File: config.mk
export PLATFORM = sky130hd
export DESIGN_NAME = brad_decoder
export DESIGN_NICKNAME = d
export VERILOG_FILES = /design/src/verilog/brad_pkg.sv /design/src/verilog/brad_nvm_if.sv /design/src/verilog/brad_nvm_ctl.sv /design/src/verilog/brad_decoder.sv
export VERILOG_INCLUDE_DIRS = /design/src /design/src/verilog
export SDC_FILE = /design/constraint.sdc
export NUM_CORES = 1
export LEC_CHECK = 0
export ABC_AREA = 1
export CAP_MARGIN = 20
export CORE_MARGIN = 5
export CORE_UTILIZATION = 61
export DETAILED_ROUTE_END_ITERATION = 10
export DONT_BUFFER_PORTS = 1
export PLACE_DENSITY = 0.77
export SETUP_SLACK_MARGIN = 0.1
export SYNTH_ARGS = -nofsm -noshare
export SYNTH_HDL_FRONTEND = slang
export SYNTH_HIERARCHICAL = 1
export SYNTH_SLANG_ARGS = --single-unit
File: constraint.sdc
create_clock -name i_clk -period 3.6 [get_ports i_clk]
set_input_delay 0.36 -clock i_clk [delete_from_list [all_inputs] [get_ports i_clk]]
set_output_delay 0.36 -clock i_clk [all_outputs]
set_load 0.03 [all_outputs]
File: src/verilog/brad_defs.svh
// Purpose: Constants for the boot remap address decoder
// Assumes: Byte addresses on a 32-bit system bus
// Notes:   Definitions only
`ifndef BRAD_DEFS_SVH
`define BRAD_DEFS_SVH

// ****************************************
// Memory map
// ****************************************
`define BRAD_ADDR_W            32
`define BRAD_AREA_BITS         20
`define BRAD_AREA_BOOT         12'h000
`define BRAD_AREA_FLASH        12'h001
`define BRAD_AREA_SRAM         12'h002
`define BRAD_AREA_ROM          12'h003
`define BRAD_PERIPH_TOP        4'hf
`define BRAD_PERIPH_BITS       28
`define BRAD_OFFSET_W          28

// ****************************************
// Memory sizes in kilobytes
// ****************************************
`define BRAD_SRAM_KB_DEF       128
`define BRAD_FLASH_BANK_KB_DEF 256
`define BRAD_FLASH_BANKS_DEF   2
`define BRAD_ROM_KB_DEF        16
`define BRAD_KB_BYTES          1024

// ****************************************
// Boot select bits
// ****************************************
`define BRAD_NVM_BITS          3
`define BRAD_NVM_IDX_W         2
`define BRAD_NVM_BOOT_BIT      2
`define BRAD_NVM_RESET         3'h0

// ****************************************
// Timing
// ****************************************
`define BRAD_CLK_KHZ           100000
`define BRAD_ERASE_DEB_MS      200
`define BRAD_ERASE_DEB_CYCLES  (`BRAD_ERASE_DEB_MS * `BRAD_CLK_KHZ)
`define BRAD_DEB_CNT_W         25

`endif

File: src/verilog/brad_pkg.sv
// Purpose: Types for the boot remap address decoder
// Assumes: Constants live in brad_defs.svh
// Notes:   Types only
package brad_pkg;

	typedef enum logic [2:0] {
		BRAD_RGN_NONE,
		BRAD_RGN_SRAM,
		BRAD_RGN_FLASH,
		BRAD_RGN_ROM,
		BRAD_RGN_PERIPH
	} brad_region_t;

endpackage

File: src/verilog/brad_nvm_if.sv
// Purpose: Boot select state carried from the bit store to the decoder
// Assumes: One clock domain
// Notes:   Internal carrier only
`timescale 1ns/1ps
`default_nettype none
`include "brad_defs.svh"

interface brad_nvm_if;
	logic [`BRAD_NVM_BITS-1:0] nvm_bits;
	logic                      boot_flash;
	logic                      erase_active;

	modport ctl (
		output nvm_bits,
		output boot_flash,
		output erase_active
	);
	modport dec (
		input nvm_bits,
		input boot_flash,
		input erase_active
	);
endinterface

`default_nettype wire

File: src/verilog/brad_nvm_ctl.sv
// Purpose: Boot select bit store, its set and clear commands and erase debounce
// Assumes: Erase pin already synchronous to i_clk
// Notes:   Bits survive system reset; only power-on reset restores them
`timescale 1ns/1ps
`default_nettype none
`include "brad_defs.svh"

module brad_nvm_ctl #(
	parameter int DEBOUNCE_CYCLES = `BRAD_ERASE_DEB_CYCLES
) (
	input  wire logic                       i_clk,
	input  wire logic                       i_reset,
	input  wire logic                       i_por_reset,
	input  wire logic                       i_nvm_set_cmd,
	input  wire logic                       i_nvm_clear_cmd,
	input  wire logic [`BRAD_NVM_IDX_W-1:0] i_nvm_bit_num,
	input  wire logic                       i_erase,
	brad_nvm_if.ctl                         nvm
);

	localparam logic [`BRAD_DEB_CNT_W-1:0] DEB_LAST =
		`BRAD_DEB_CNT_W'(DEBOUNCE_CYCLES - 1);
	localparam logic [`BRAD_NVM_BITS-1:0] NVM_RESET = `BRAD_NVM_RESET;

	logic [`BRAD_DEB_CNT_W-1:0] deb_cnt_reg;
	logic                       erase_reg;
	logic [`BRAD_NVM_BITS-1:0]  bits_reg;

	// ****************************************
	// Erase debounce
	// ****************************************
	// Counts from the system clock; a glitch shorter than the window restarts it
	always_ff @(posedge i_clk) begin
		if (i_reset || !i_erase) begin
			deb_cnt_reg <= '0;
		end else if (deb_cnt_reg != DEB_LAST) begin
			deb_cnt_reg <= deb_cnt_reg + 1'b1;
		end
	end

	always_ff @(posedge i_clk) begin
		if (i_reset) begin
			erase_reg <= 1'b0;
		end else begin
			erase_reg <= i_erase && (deb_cnt_reg == DEB_LAST);
		end
	end

	// ****************************************
	// Boot select bits
	// ****************************************
	// Erase beats a set command so a stuck boot image can always be escaped
	for (genvar gi = 0; gi < `BRAD_NVM_BITS; gi++) begin : g_bit
		always_ff @(posedge i_clk) begin
			if (i_por_reset) begin
				bits_reg[gi] <= NVM_RESET[gi];
			end else if (gi == `BRAD_NVM_BOOT_BIT && erase_reg) begin
				bits_reg[gi] <= 1'b0;
			end else if (i_nvm_set_cmd && i_nvm_bit_num == `BRAD_NVM_IDX_W'(gi)) begin
				bits_reg[gi] <= 1'b1;
			end else if (i_nvm_clear_cmd && i_nvm_bit_num == `BRAD_NVM_IDX_W'(gi)) begin
				bits_reg[gi] <= 1'b0;
			end
		end
	end

	assign nvm.nvm_bits     = bits_reg;
	assign nvm.boot_flash   = bits_reg[`BRAD_NVM_BOOT_BIT];
	assign nvm.erase_active = erase_reg;

endmodule

`default_nettype wire

File: src/verilog/brad_decoder.sv
// Purpose: Routes each bus access to SRAM, Flash, ROM or the peripheral area, or flags it unmapped
// Assumes: Requests synchronous to i_clk; one-cycle registered answer
// Notes:   Address zero aliases ROM, Flash or SRAM by boot bit and remap state
`timescale 1ns/1ps
`default_nettype none
`include "brad_defs.svh"

// Operation
// - Before remap, SRAM answers only at its fixed base address.
// - After remap, SRAM also appears at address zero.
// - ROM always sits at its fixed base address.
// - Flash always sits at its fixed base address.
// - Before remap, boot bit 2 set aliases Flash at address zero.
// - Before remap, boot bit 2 clear aliases ROM at address zero.
// - Set and clear commands change the chosen boot select bit.
// - A debounced erase clears boot select bit 2.
// - SRAM size is a variant parameter: 128, 64 or 32 kilobytes.
// - Flash is two 256 KB banks or one 256 or 128 KB bank.
// - Selects for three 1 MB memory areas and one 256 MB peripheral area.
// - Remap puts SRAM where nonvolatile memory was aliased, for vectors.
// - Erase input must stay high 200 ms before acting.
module brad_decoder #(
	parameter int SRAM_KB         = `BRAD_SRAM_KB_DEF,
	parameter int FLASH_BANK_KB   = `BRAD_FLASH_BANK_KB_DEF,
	parameter int FLASH_BANKS     = `BRAD_FLASH_BANKS_DEF,
	parameter int ROM_KB          = `BRAD_ROM_KB_DEF,
	parameter int DEBOUNCE_CYCLES = `BRAD_ERASE_DEB_CYCLES
) (
	input  wire logic                       i_clk,
	input  wire logic                       i_reset,
	input  wire logic                       i_por_reset,
	input  wire logic                       i_valid,
	input  wire logic [`BRAD_ADDR_W-1:0]    i_addr,
	input  wire logic                       i_remap_cmd,
	input  wire logic                       i_nvm_set_cmd,
	input  wire logic                       i_nvm_clear_cmd,
	input  wire logic [`BRAD_NVM_IDX_W-1:0] i_nvm_bit_num,
	input  wire logic                       i_erase,
	output logic                            o_valid,
	output logic                            o_sram_sel,
	output logic                            o_flash_sel,
	output logic                            o_rom_sel,
	output logic                            o_periph_sel,
	output logic                            o_unmapped,
	output logic                            o_flash_bank,
	output logic [`BRAD_OFFSET_W-1:0]       o_offset,
	output logic                            o_remapped,
	output logic                            o_boot_flash,
	output logic [`BRAD_NVM_BITS-1:0]       o_nvm_bits,
	output logic                            o_erase_active
);

	// ****************************************
	// Helpers
	// ****************************************
	// Offset mask of a region; smaller memories mirror through their 1 MB area
	function automatic logic [`BRAD_AREA_BITS-1:0] brad_mask(input int kb);
		brad_mask = `BRAD_AREA_BITS'(kb * `BRAD_KB_BYTES - 1);
	endfunction

	function automatic brad_pkg::brad_region_t brad_area_region(
		input logic [`BRAD_ADDR_W-1:0] addr,
		input logic                    remapped,
		input logic                    boot_flash
	);
		logic [11:0] area;
		area = addr[`BRAD_ADDR_W-1:`BRAD_AREA_BITS];
		if (addr[`BRAD_ADDR_W-1 -: 4] == `BRAD_PERIPH_TOP) begin
			brad_area_region = brad_pkg::BRAD_RGN_PERIPH;
		end else begin
			case (area)
				`BRAD_AREA_BOOT: begin
					if (remapped) begin
						brad_area_region = brad_pkg::BRAD_RGN_SRAM;
					end else if (boot_flash) begin
						brad_area_region = brad_pkg::BRAD_RGN_FLASH;
					end else begin
						brad_area_region = brad_pkg::BRAD_RGN_ROM;
					end
				end
				`BRAD_AREA_FLASH: brad_area_region = brad_pkg::BRAD_RGN_FLASH;
				`BRAD_AREA_SRAM:  brad_area_region = brad_pkg::BRAD_RGN_SRAM;
				`BRAD_AREA_ROM:   brad_area_region = brad_pkg::BRAD_RGN_ROM;
				default:          brad_area_region = brad_pkg::BRAD_RGN_NONE;
			endcase
		end
	endfunction

	localparam logic [`BRAD_AREA_BITS-1:0] SRAM_MASK = brad_mask(SRAM_KB);
	localparam logic [`BRAD_AREA_BITS-1:0] ROM_MASK  = brad_mask(ROM_KB);
	localparam logic [`BRAD_AREA_BITS-1:0] BANK_MASK = brad_mask(FLASH_BANK_KB);
	localparam logic [`BRAD_AREA_BITS-1:0] FLASH_MASK =
		(FLASH_BANKS > 1) ? brad_mask(2 * FLASH_BANK_KB) : BANK_MASK;

	// ****************************************
	// Boot select store
	// ****************************************
	brad_nvm_if nvm ();

	brad_nvm_ctl #(
		.DEBOUNCE_CYCLES (DEBOUNCE_CYCLES)
	) u_nvm (
		.i_clk           (i_clk),
		.i_reset         (i_reset),
		.i_por_reset     (i_por_reset),
		.i_nvm_set_cmd   (i_nvm_set_cmd),
		.i_nvm_clear_cmd (i_nvm_clear_cmd),
		.i_nvm_bit_num   (i_nvm_bit_num),
		.i_erase         (i_erase),
		.nvm             (nvm.ctl)
	);

	// ****************************************
	// Remap state
	// ****************************************
	logic remap_reg;

	always_ff @(posedge i_clk) begin
		if (i_reset) begin
			remap_reg <= 1'b0;
		end else if (i_remap_cmd) begin
			remap_reg <= 1'b1;
		end
	end

	// ****************************************
	// Decode
	// ****************************************
	brad_pkg::brad_region_t        region;
	logic [`BRAD_AREA_BITS-1:0]    area_off;
	logic [`BRAD_OFFSET_W-1:0]     offset_next;
	logic                          bank_next;

	assign region   = brad_area_region(i_addr, remap_reg, nvm.boot_flash);
	assign area_off = i_addr[`BRAD_AREA_BITS-1:0];

	always_comb begin
		offset_next = '0;
		bank_next   = 1'b0;
		case (region)
			brad_pkg::BRAD_RGN_SRAM: begin
				offset_next = `BRAD_OFFSET_W'(area_off & SRAM_MASK);
			end
			brad_pkg::BRAD_RGN_FLASH: begin
				offset_next = `BRAD_OFFSET_W'(area_off & BANK_MASK);
				// Upper half of the dual plane window falls in the second bank
				bank_next   = (FLASH_BANKS > 1) && ((area_off & FLASH_MASK) > BANK_MASK);
			end
			brad_pkg::BRAD_RGN_ROM: begin
				offset_next = `BRAD_OFFSET_W'(area_off & ROM_MASK);
			end
			brad_pkg::BRAD_RGN_PERIPH: begin
				offset_next = i_addr[`BRAD_PERIPH_BITS-1:0];
			end
			default: begin
				offset_next = '0;
			end
		endcase
	end

	// ****************************************
	// Registered answer
	// ****************************************
	// Access in the remap cycle still sees the old map; new map from the next one
	always_ff @(posedge i_clk) begin
		if (i_reset) begin
			o_valid      <= 1'b0;
			o_sram_sel   <= 1'b0;
			o_flash_sel  <= 1'b0;
			o_rom_sel    <= 1'b0;
			o_periph_sel <= 1'b0;
			o_unmapped   <= 1'b0;
		end else begin
			o_valid      <= i_valid;
			o_sram_sel   <= i_valid && region == brad_pkg::BRAD_RGN_SRAM;
			o_flash_sel  <= i_valid && region == brad_pkg::BRAD_RGN_FLASH;
			o_rom_sel    <= i_valid && region == brad_pkg::BRAD_RGN_ROM;
			o_periph_sel <= i_valid && region == brad_pkg::BRAD_RGN_PERIPH;
			o_unmapped   <= i_valid && region == brad_pkg::BRAD_RGN_NONE;
		end
	end

	// ****************************************
	// Offset and bank
	// ****************************************
	// Zeroed when idle so a stale address never reaches a memory
	always_ff @(posedge i_clk) begin
		if (i_reset) begin
			o_flash_bank <= 1'b0;
			o_offset     <= '0;
		end else begin
			o_flash_bank <= i_valid && bank_next;
			o_offset     <= i_valid ? offset_next : '0;
		end
	end

	// ****************************************
	// Status
	// ****************************************
	// Copy lags the live flag by one cycle
	always_ff @(posedge i_clk) begin
		if (i_reset) begin
			o_remapped <= 1'b0;
		end else begin
			o_remapped <= remap_reg;
		end
	end

	// Boot bits survive system reset, so the copy reloads right after it
	always_ff @(posedge i_clk) begin
		if (i_reset) begin
			o_boot_flash   <= 1'b0;
			o_nvm_bits     <= '0;
			o_erase_active <= 1'b0;
		end else begin
			o_boot_flash   <= nvm.boot_flash;
			o_nvm_bits     <= nvm.nvm_bits;
			o_erase_active <= nvm.erase_active;
		end
	end

endmodule

`default_nettype wire

* Yosys cells after proc, flatten, opt, wreduce, memory -nomap -nowiden
Cells that the tools add are included.
** Word-level totals
- Output and inout port bits :: 41
- Register bits :: 71
- Bits of input ports :: 42
- Logic and storage cells :: 68
** Operators by class
- Add/sub/neg operators :: 1
- $lt $le $gt $ge :: 1
- Bitwise logic cells :: 1
- Multiplexer cells :: 12
- Eq/ne operators :: 12
- Reduce and logical (&&, ||, !) cells :: 23
** Operators by type and width (number)
- one-hot mux 28 bit (4 select lines) :: 1
- adder 25 x 1 -> 25 bit, second input constant :: 1
- == test 25 bit, second input constant :: 1
- inequality test 25 bit, second input constant :: 1
- == test 12 x 2 -> 1 bit, second input constant :: 2
- greater-than comparator 19 x 18 -> 1 bit, second input constant :: 1
- logical AND 1 bit :: 13
- == test 12 x 1 -> 1 bit, second input constant :: 1
- zero test 12 bit :: 1
- one-hot mux 3 bit (4 select lines) :: 1
- two-way mux 1 bit :: 8
- == test 3 x 2 -> 1 bit, second input constant :: 2
- nonzero test 2 bit :: 3
- == test 4 bit, second input constant :: 1
- OR reduction 2 bit :: 2
- == test 3 x 1 -> 1 bit, second input constant :: 1
- == test 3 bit, second input constant :: 1
- zero test 3 bit :: 1
- two-way mux 3 bit :: 1
- == test 2 x 1 -> 1 bit, second input constant :: 1
- == test 2 bit, second input constant :: 1
- zero test 2 bit :: 1
- two-way mux 2 bit :: 1
- zero test 1 bit :: 1
- 2 further kinds :: 2

* Logic depth before layout (Yosys ltp)
- Word-level depth :: 7
- Depth in mapped cells :: 10
- Depth with buffers taken out :: 9

* Modules after synthesis
The synthesis kept the hierarchy.
** Modules (own cells, without submodules)
- brad_nvm_ctl :: instances 1, cells an instance 269, sequential area each 580.6 µm², area each 1676.6 µm²
- brad_decoder :: instances 1, cells an instance 162, sequential area each 840.8 µm², area each 1377.6 µm²

* Worst setup path after synthesis
No wires, ideal clock.
- Path type :: flip-flop to flip-flop
- From :: reg u_nvm.deb_cnt_reg[0]
- To :: reg u_nvm.deb_cnt_reg[8]
- Stages on the path, launching flop included :: 9
- Arrival time :: 1.227 ns
- Library setup time :: 0.128 ns
- Buffers on the path :: 0
- Clock period less this slack :: 1.355 ns
- Path slack :: 2.245 ns
- Required time :: 3.472 ns
- Cell sequence :: dfxtp_1 ha_1 inv_2 nor2_4 nand2_4 nor2_2 nand2_2 nand2_1 nor2_1
** On the way
- Cells in the longest elaborated chain, start to end :: 1
- Elaborated cells on any way between the ends :: 2
- Those cells by class :: add/sub (1); eq/ne (1)
** Ends and longest elaborated chain
- start, declared :: RTL line brad_nvm_ctl.sv:25 : logic [`BRAD_DEB_CNT_W-1:0] deb_cnt_reg;
- start signal, assigned :: RTL line brad_nvm_ctl.sv:37 : deb_cnt_reg <= deb_cnt_reg + 1'b1;
- adder 25 x 1 -> 25 bit / inequality test 25 bit (equally long branches) :: RTL line brad_nvm_ctl.sv:37, brad_nvm_ctl.sv:36
Parallel ways exist; a longest one is shown, timed or not.
A chain may end at the register's enable or synchronous reset.

* Worst setup path after layout
Same ends and word-level chain as after synthesis.

==> impl_metrics.yaml <==
power_and_ir_drop:
  power_density_nw_per_um2: 469
  p_leak_nw: 1.32
  ir_drop_v: 0.000316
logic_synthesis:
  synth.distinct_cells: 26
  synth.area.top_cells: "dfxtp_1 47%, nand2_1 13%, nor2_1 12%"
  syn-instance-count: 431
  ys_ff_latch: 71
  ys_seq_area_frac: 0.465
  yosys.area.top_type: "dfxtp_1"
  syn-cell-area_um2: 3050
  syn_avg_cell_area_um2: 7.09
  synth_top_area_share: 0.465
  synth-warning-count: 6
  synth.net_count: 474
global_route:
  grt_max_degree: 19
  antenna_found_initial: 0
  grt_use_total: 0.207
  grt-ovfl-total: 0
  grt_first_pass_wirelength_um: 10400
  grt_pass1_vias: 2289
placement:
  gp_congestion: 0.893
  dp_worst_setup_slack_ps: 1850
  dpl.hpwl_um: 4810
  dp.cells: 491
  io_buffers: 0
clock_tree:
  post_cts_buffers: 0
  path_clk_slew_ps: 80
  cts_buffers: 9
  worstSkewPairLatency_ps: 340
  holdBufCountCts: 0
  cts_tree: "yes"
  clockBufferDepth: 2
  cts-resized-gates: 0
  htreeDepth: 3
  clock-root-buffer: "clkbuf_8"
  cts_sinks: 71
floorplanning:
  initial_core_util: 0.638
  rows: 25
  die_w_um: 80.8
  dieArea_um2: 6520
  core_area_um2: 4790
  io_pins: 83
  dieHeight_um: 80.8
sta:
  hold_ws_ps: 78.6
  tightest_slew_ps: 796
  layout_setup_ws_ps: 2070
  slew-limit-headroom: 0.468
  fmax_mhz: 655
  finalCritPeriodShare: 0.424
  slew_violations: 0
  fin_skew_ps: 5.98
  setup_viol: 0
  setup_tns_ps: 0
  rsz0062_at_grt: "false"
  hold_viol: 0
  period_needed_ps: 1530
finish:
  diodes: 0
  fin_nets: 478
  layout_common_cells: "102 x nand2_1, 95 x nor2_1, 71 x dfxtp_1"
  final_common_cell: "nand2_1"
  layout-drive-gt1-share: 0.102
  largest_register_ffs: 28
  fin_util: 0.693
  area_delta_synth_final_pct: 8.52
  fin_cells: 507
routing:
  drt_pass1_iterations: 5
  wl_per_cell_um: 12.7
  drt-total-wl_um: 6440
  drt_iter0_drc: 184
  drtAntennaViolNets: 0
  via_count: 2551
  drcViolationCount: 0
  viasPerCell: 5.03
hold_path:
  worstHoldEndpoint: "u_nvm/nvm.nvm_bits[1]$_SDFFE_PP0P_"
  whs_path_depth: 1
  min_from: "i_por_reset"
  worst_hold_path_type: "in -> reg"
worst_setup_path:
  worstPathArrival_ps: 1740
  crit_type: "reg -> reg"
  end_kind: "register"
  cp_max_fo: 7
  rr_startpoint: "u_nvm/deb_cnt_reg[0]$_SDFFE_PP0P_"
  startpoint_type: "register"
  r2r_setup_slack_ps: 2070
  r2r-end: "u_nvm/deb_cnt_reg[8]$_SDFFE_PP0P_"
  required_ps: 3820
  r2r_cells: 8
outcome:
  outcome: "finished clean"
flow_run:
  max-cap-violations: 0
[layer usage]
metal  routed length, um  global-route usage  up-vias
met3                 581              0.0599       10
met2                3050               0.324      101
met4                 102              0.0929        0
li1                    -                   -     1323
met5                   0                   0        -
met1                2710               0.265     1117
[how the worst max path moves through the flow]
stage          cells past startpoint  slack, ps                                 end                         startpoint
2_1_floorplan                      8       2240   u_nvm/deb_cnt_reg[8]$_SDFFE_PP0P_  u_nvm/deb_cnt_reg[0]$_SDFFE_PP0P_
3_3_place_gp                       4       1930  u_nvm/deb_cnt_reg[19]$_SDFFE_PP0P_                            i_erase
3_5_place_dp                       4       1850  u_nvm/deb_cnt_reg[16]$_SDFFE_PP0P_                            i_erase
4_1_cts                            8       2070   u_nvm/deb_cnt_reg[8]$_SDFFE_PP0P_  u_nvm/deb_cnt_reg[0]$_SDFFE_PP0P_
5_1_grt                            8       1930   u_nvm/deb_cnt_reg[8]$_SDFFE_PP0P_  u_nvm/deb_cnt_reg[0]$_SDFFE_PP0P_
6_report                           8       2070   u_nvm/deb_cnt_reg[8]$_SDFFE_PP0P_  u_nvm/deb_cnt_reg[0]$_SDFFE_PP0P_
[cell families after synthesis]
| group | Yosys count | share of synthesized area |
|---|---|---|
| AO/OA/AOI/OAI | 28 | 0.0475 |
| XOR/XNOR | 6 | 0.0172 |
| adder cells (fa/ha/maj) | 1 | 0.00410 |
| buffers and inverters | 69 | 0.0905 |
| flip-flops | 71 | 0.465 |
| AND/OR/NAND/NOR | 256 | 0.375 |
[metrics by stage]
| stage | area (um^2) | total power [mW] |
|---|---|---|
| after detailed placement | 3090 | 0.873 |
| final | 3310 | 1.55 |
| after global routing | 3310 | 1.62 |
| after floorplan | 3050 | 0.868 |
| after global placement | 3090 | 0.872 |
| after CTS | 3310 | 1.57 |
[synth_stat cells]
| master | number |
|---|---|
| nand2_4 | 1 |
| o31ai_1 | 2 |
| nand2_1 | 102 |
| xor2_1 | 3 |
| nand2_2 | 6 |
| a21oi_1 | 19 |
| buf_6 | 1 |
| nand3b_1 | 3 |
| nor2_8 | 2 |
| clkbuf_1 | 2 |
| nand3_1 | 19 |
| nand4_1 | 8 |
| nor2_1 | 95 |
| xnor2_1 | 3 |
| buf_2 | 2 |
| dfxtp_1 | 71 |
| nor2_4 | 4 |
| nor3_4 | 1 |
| o21ai_0 | 7 |
| nor3b_1 | 1 |
| buf_4 | 2 |
| nor3_1 | 5 |
| inv_2 | 7 |
| inv_1 | 55 |
| ha_1 | 1 |
| nor2_2 | 9 |
[worst max-delay path, cell delays in order, from the launching register on]
cell and delay, ps:
dfxtp_1 400, ha_1 260, inv_2 60, nor2_4 170
nand2_4 130, nor2_2 140, nand2_2 120, nand2_1 90
nor2_1 40
[report_power, final]
group / leakage, nW / switching (mW) / internal (mW)
sequential: 0.574 / 0.0153 / 0.793
clock: 0.103 / 0.305 / 0.394
combinational: 0.643 / 0.0309 / 0.0144
[cell type report]
cell class / instances / area [um^2]
Inverter: 62 / 233
Clock buffer: 10 / 128
Clock inverter: 6 / 92.6
Multi-Input combinational cell: 291 / 1360
Tap cell: 67 / 83.8
Fill cell: 437 / 1470
Sequential cell: 71 / 1420
Power figures use the tool's default switching activity.
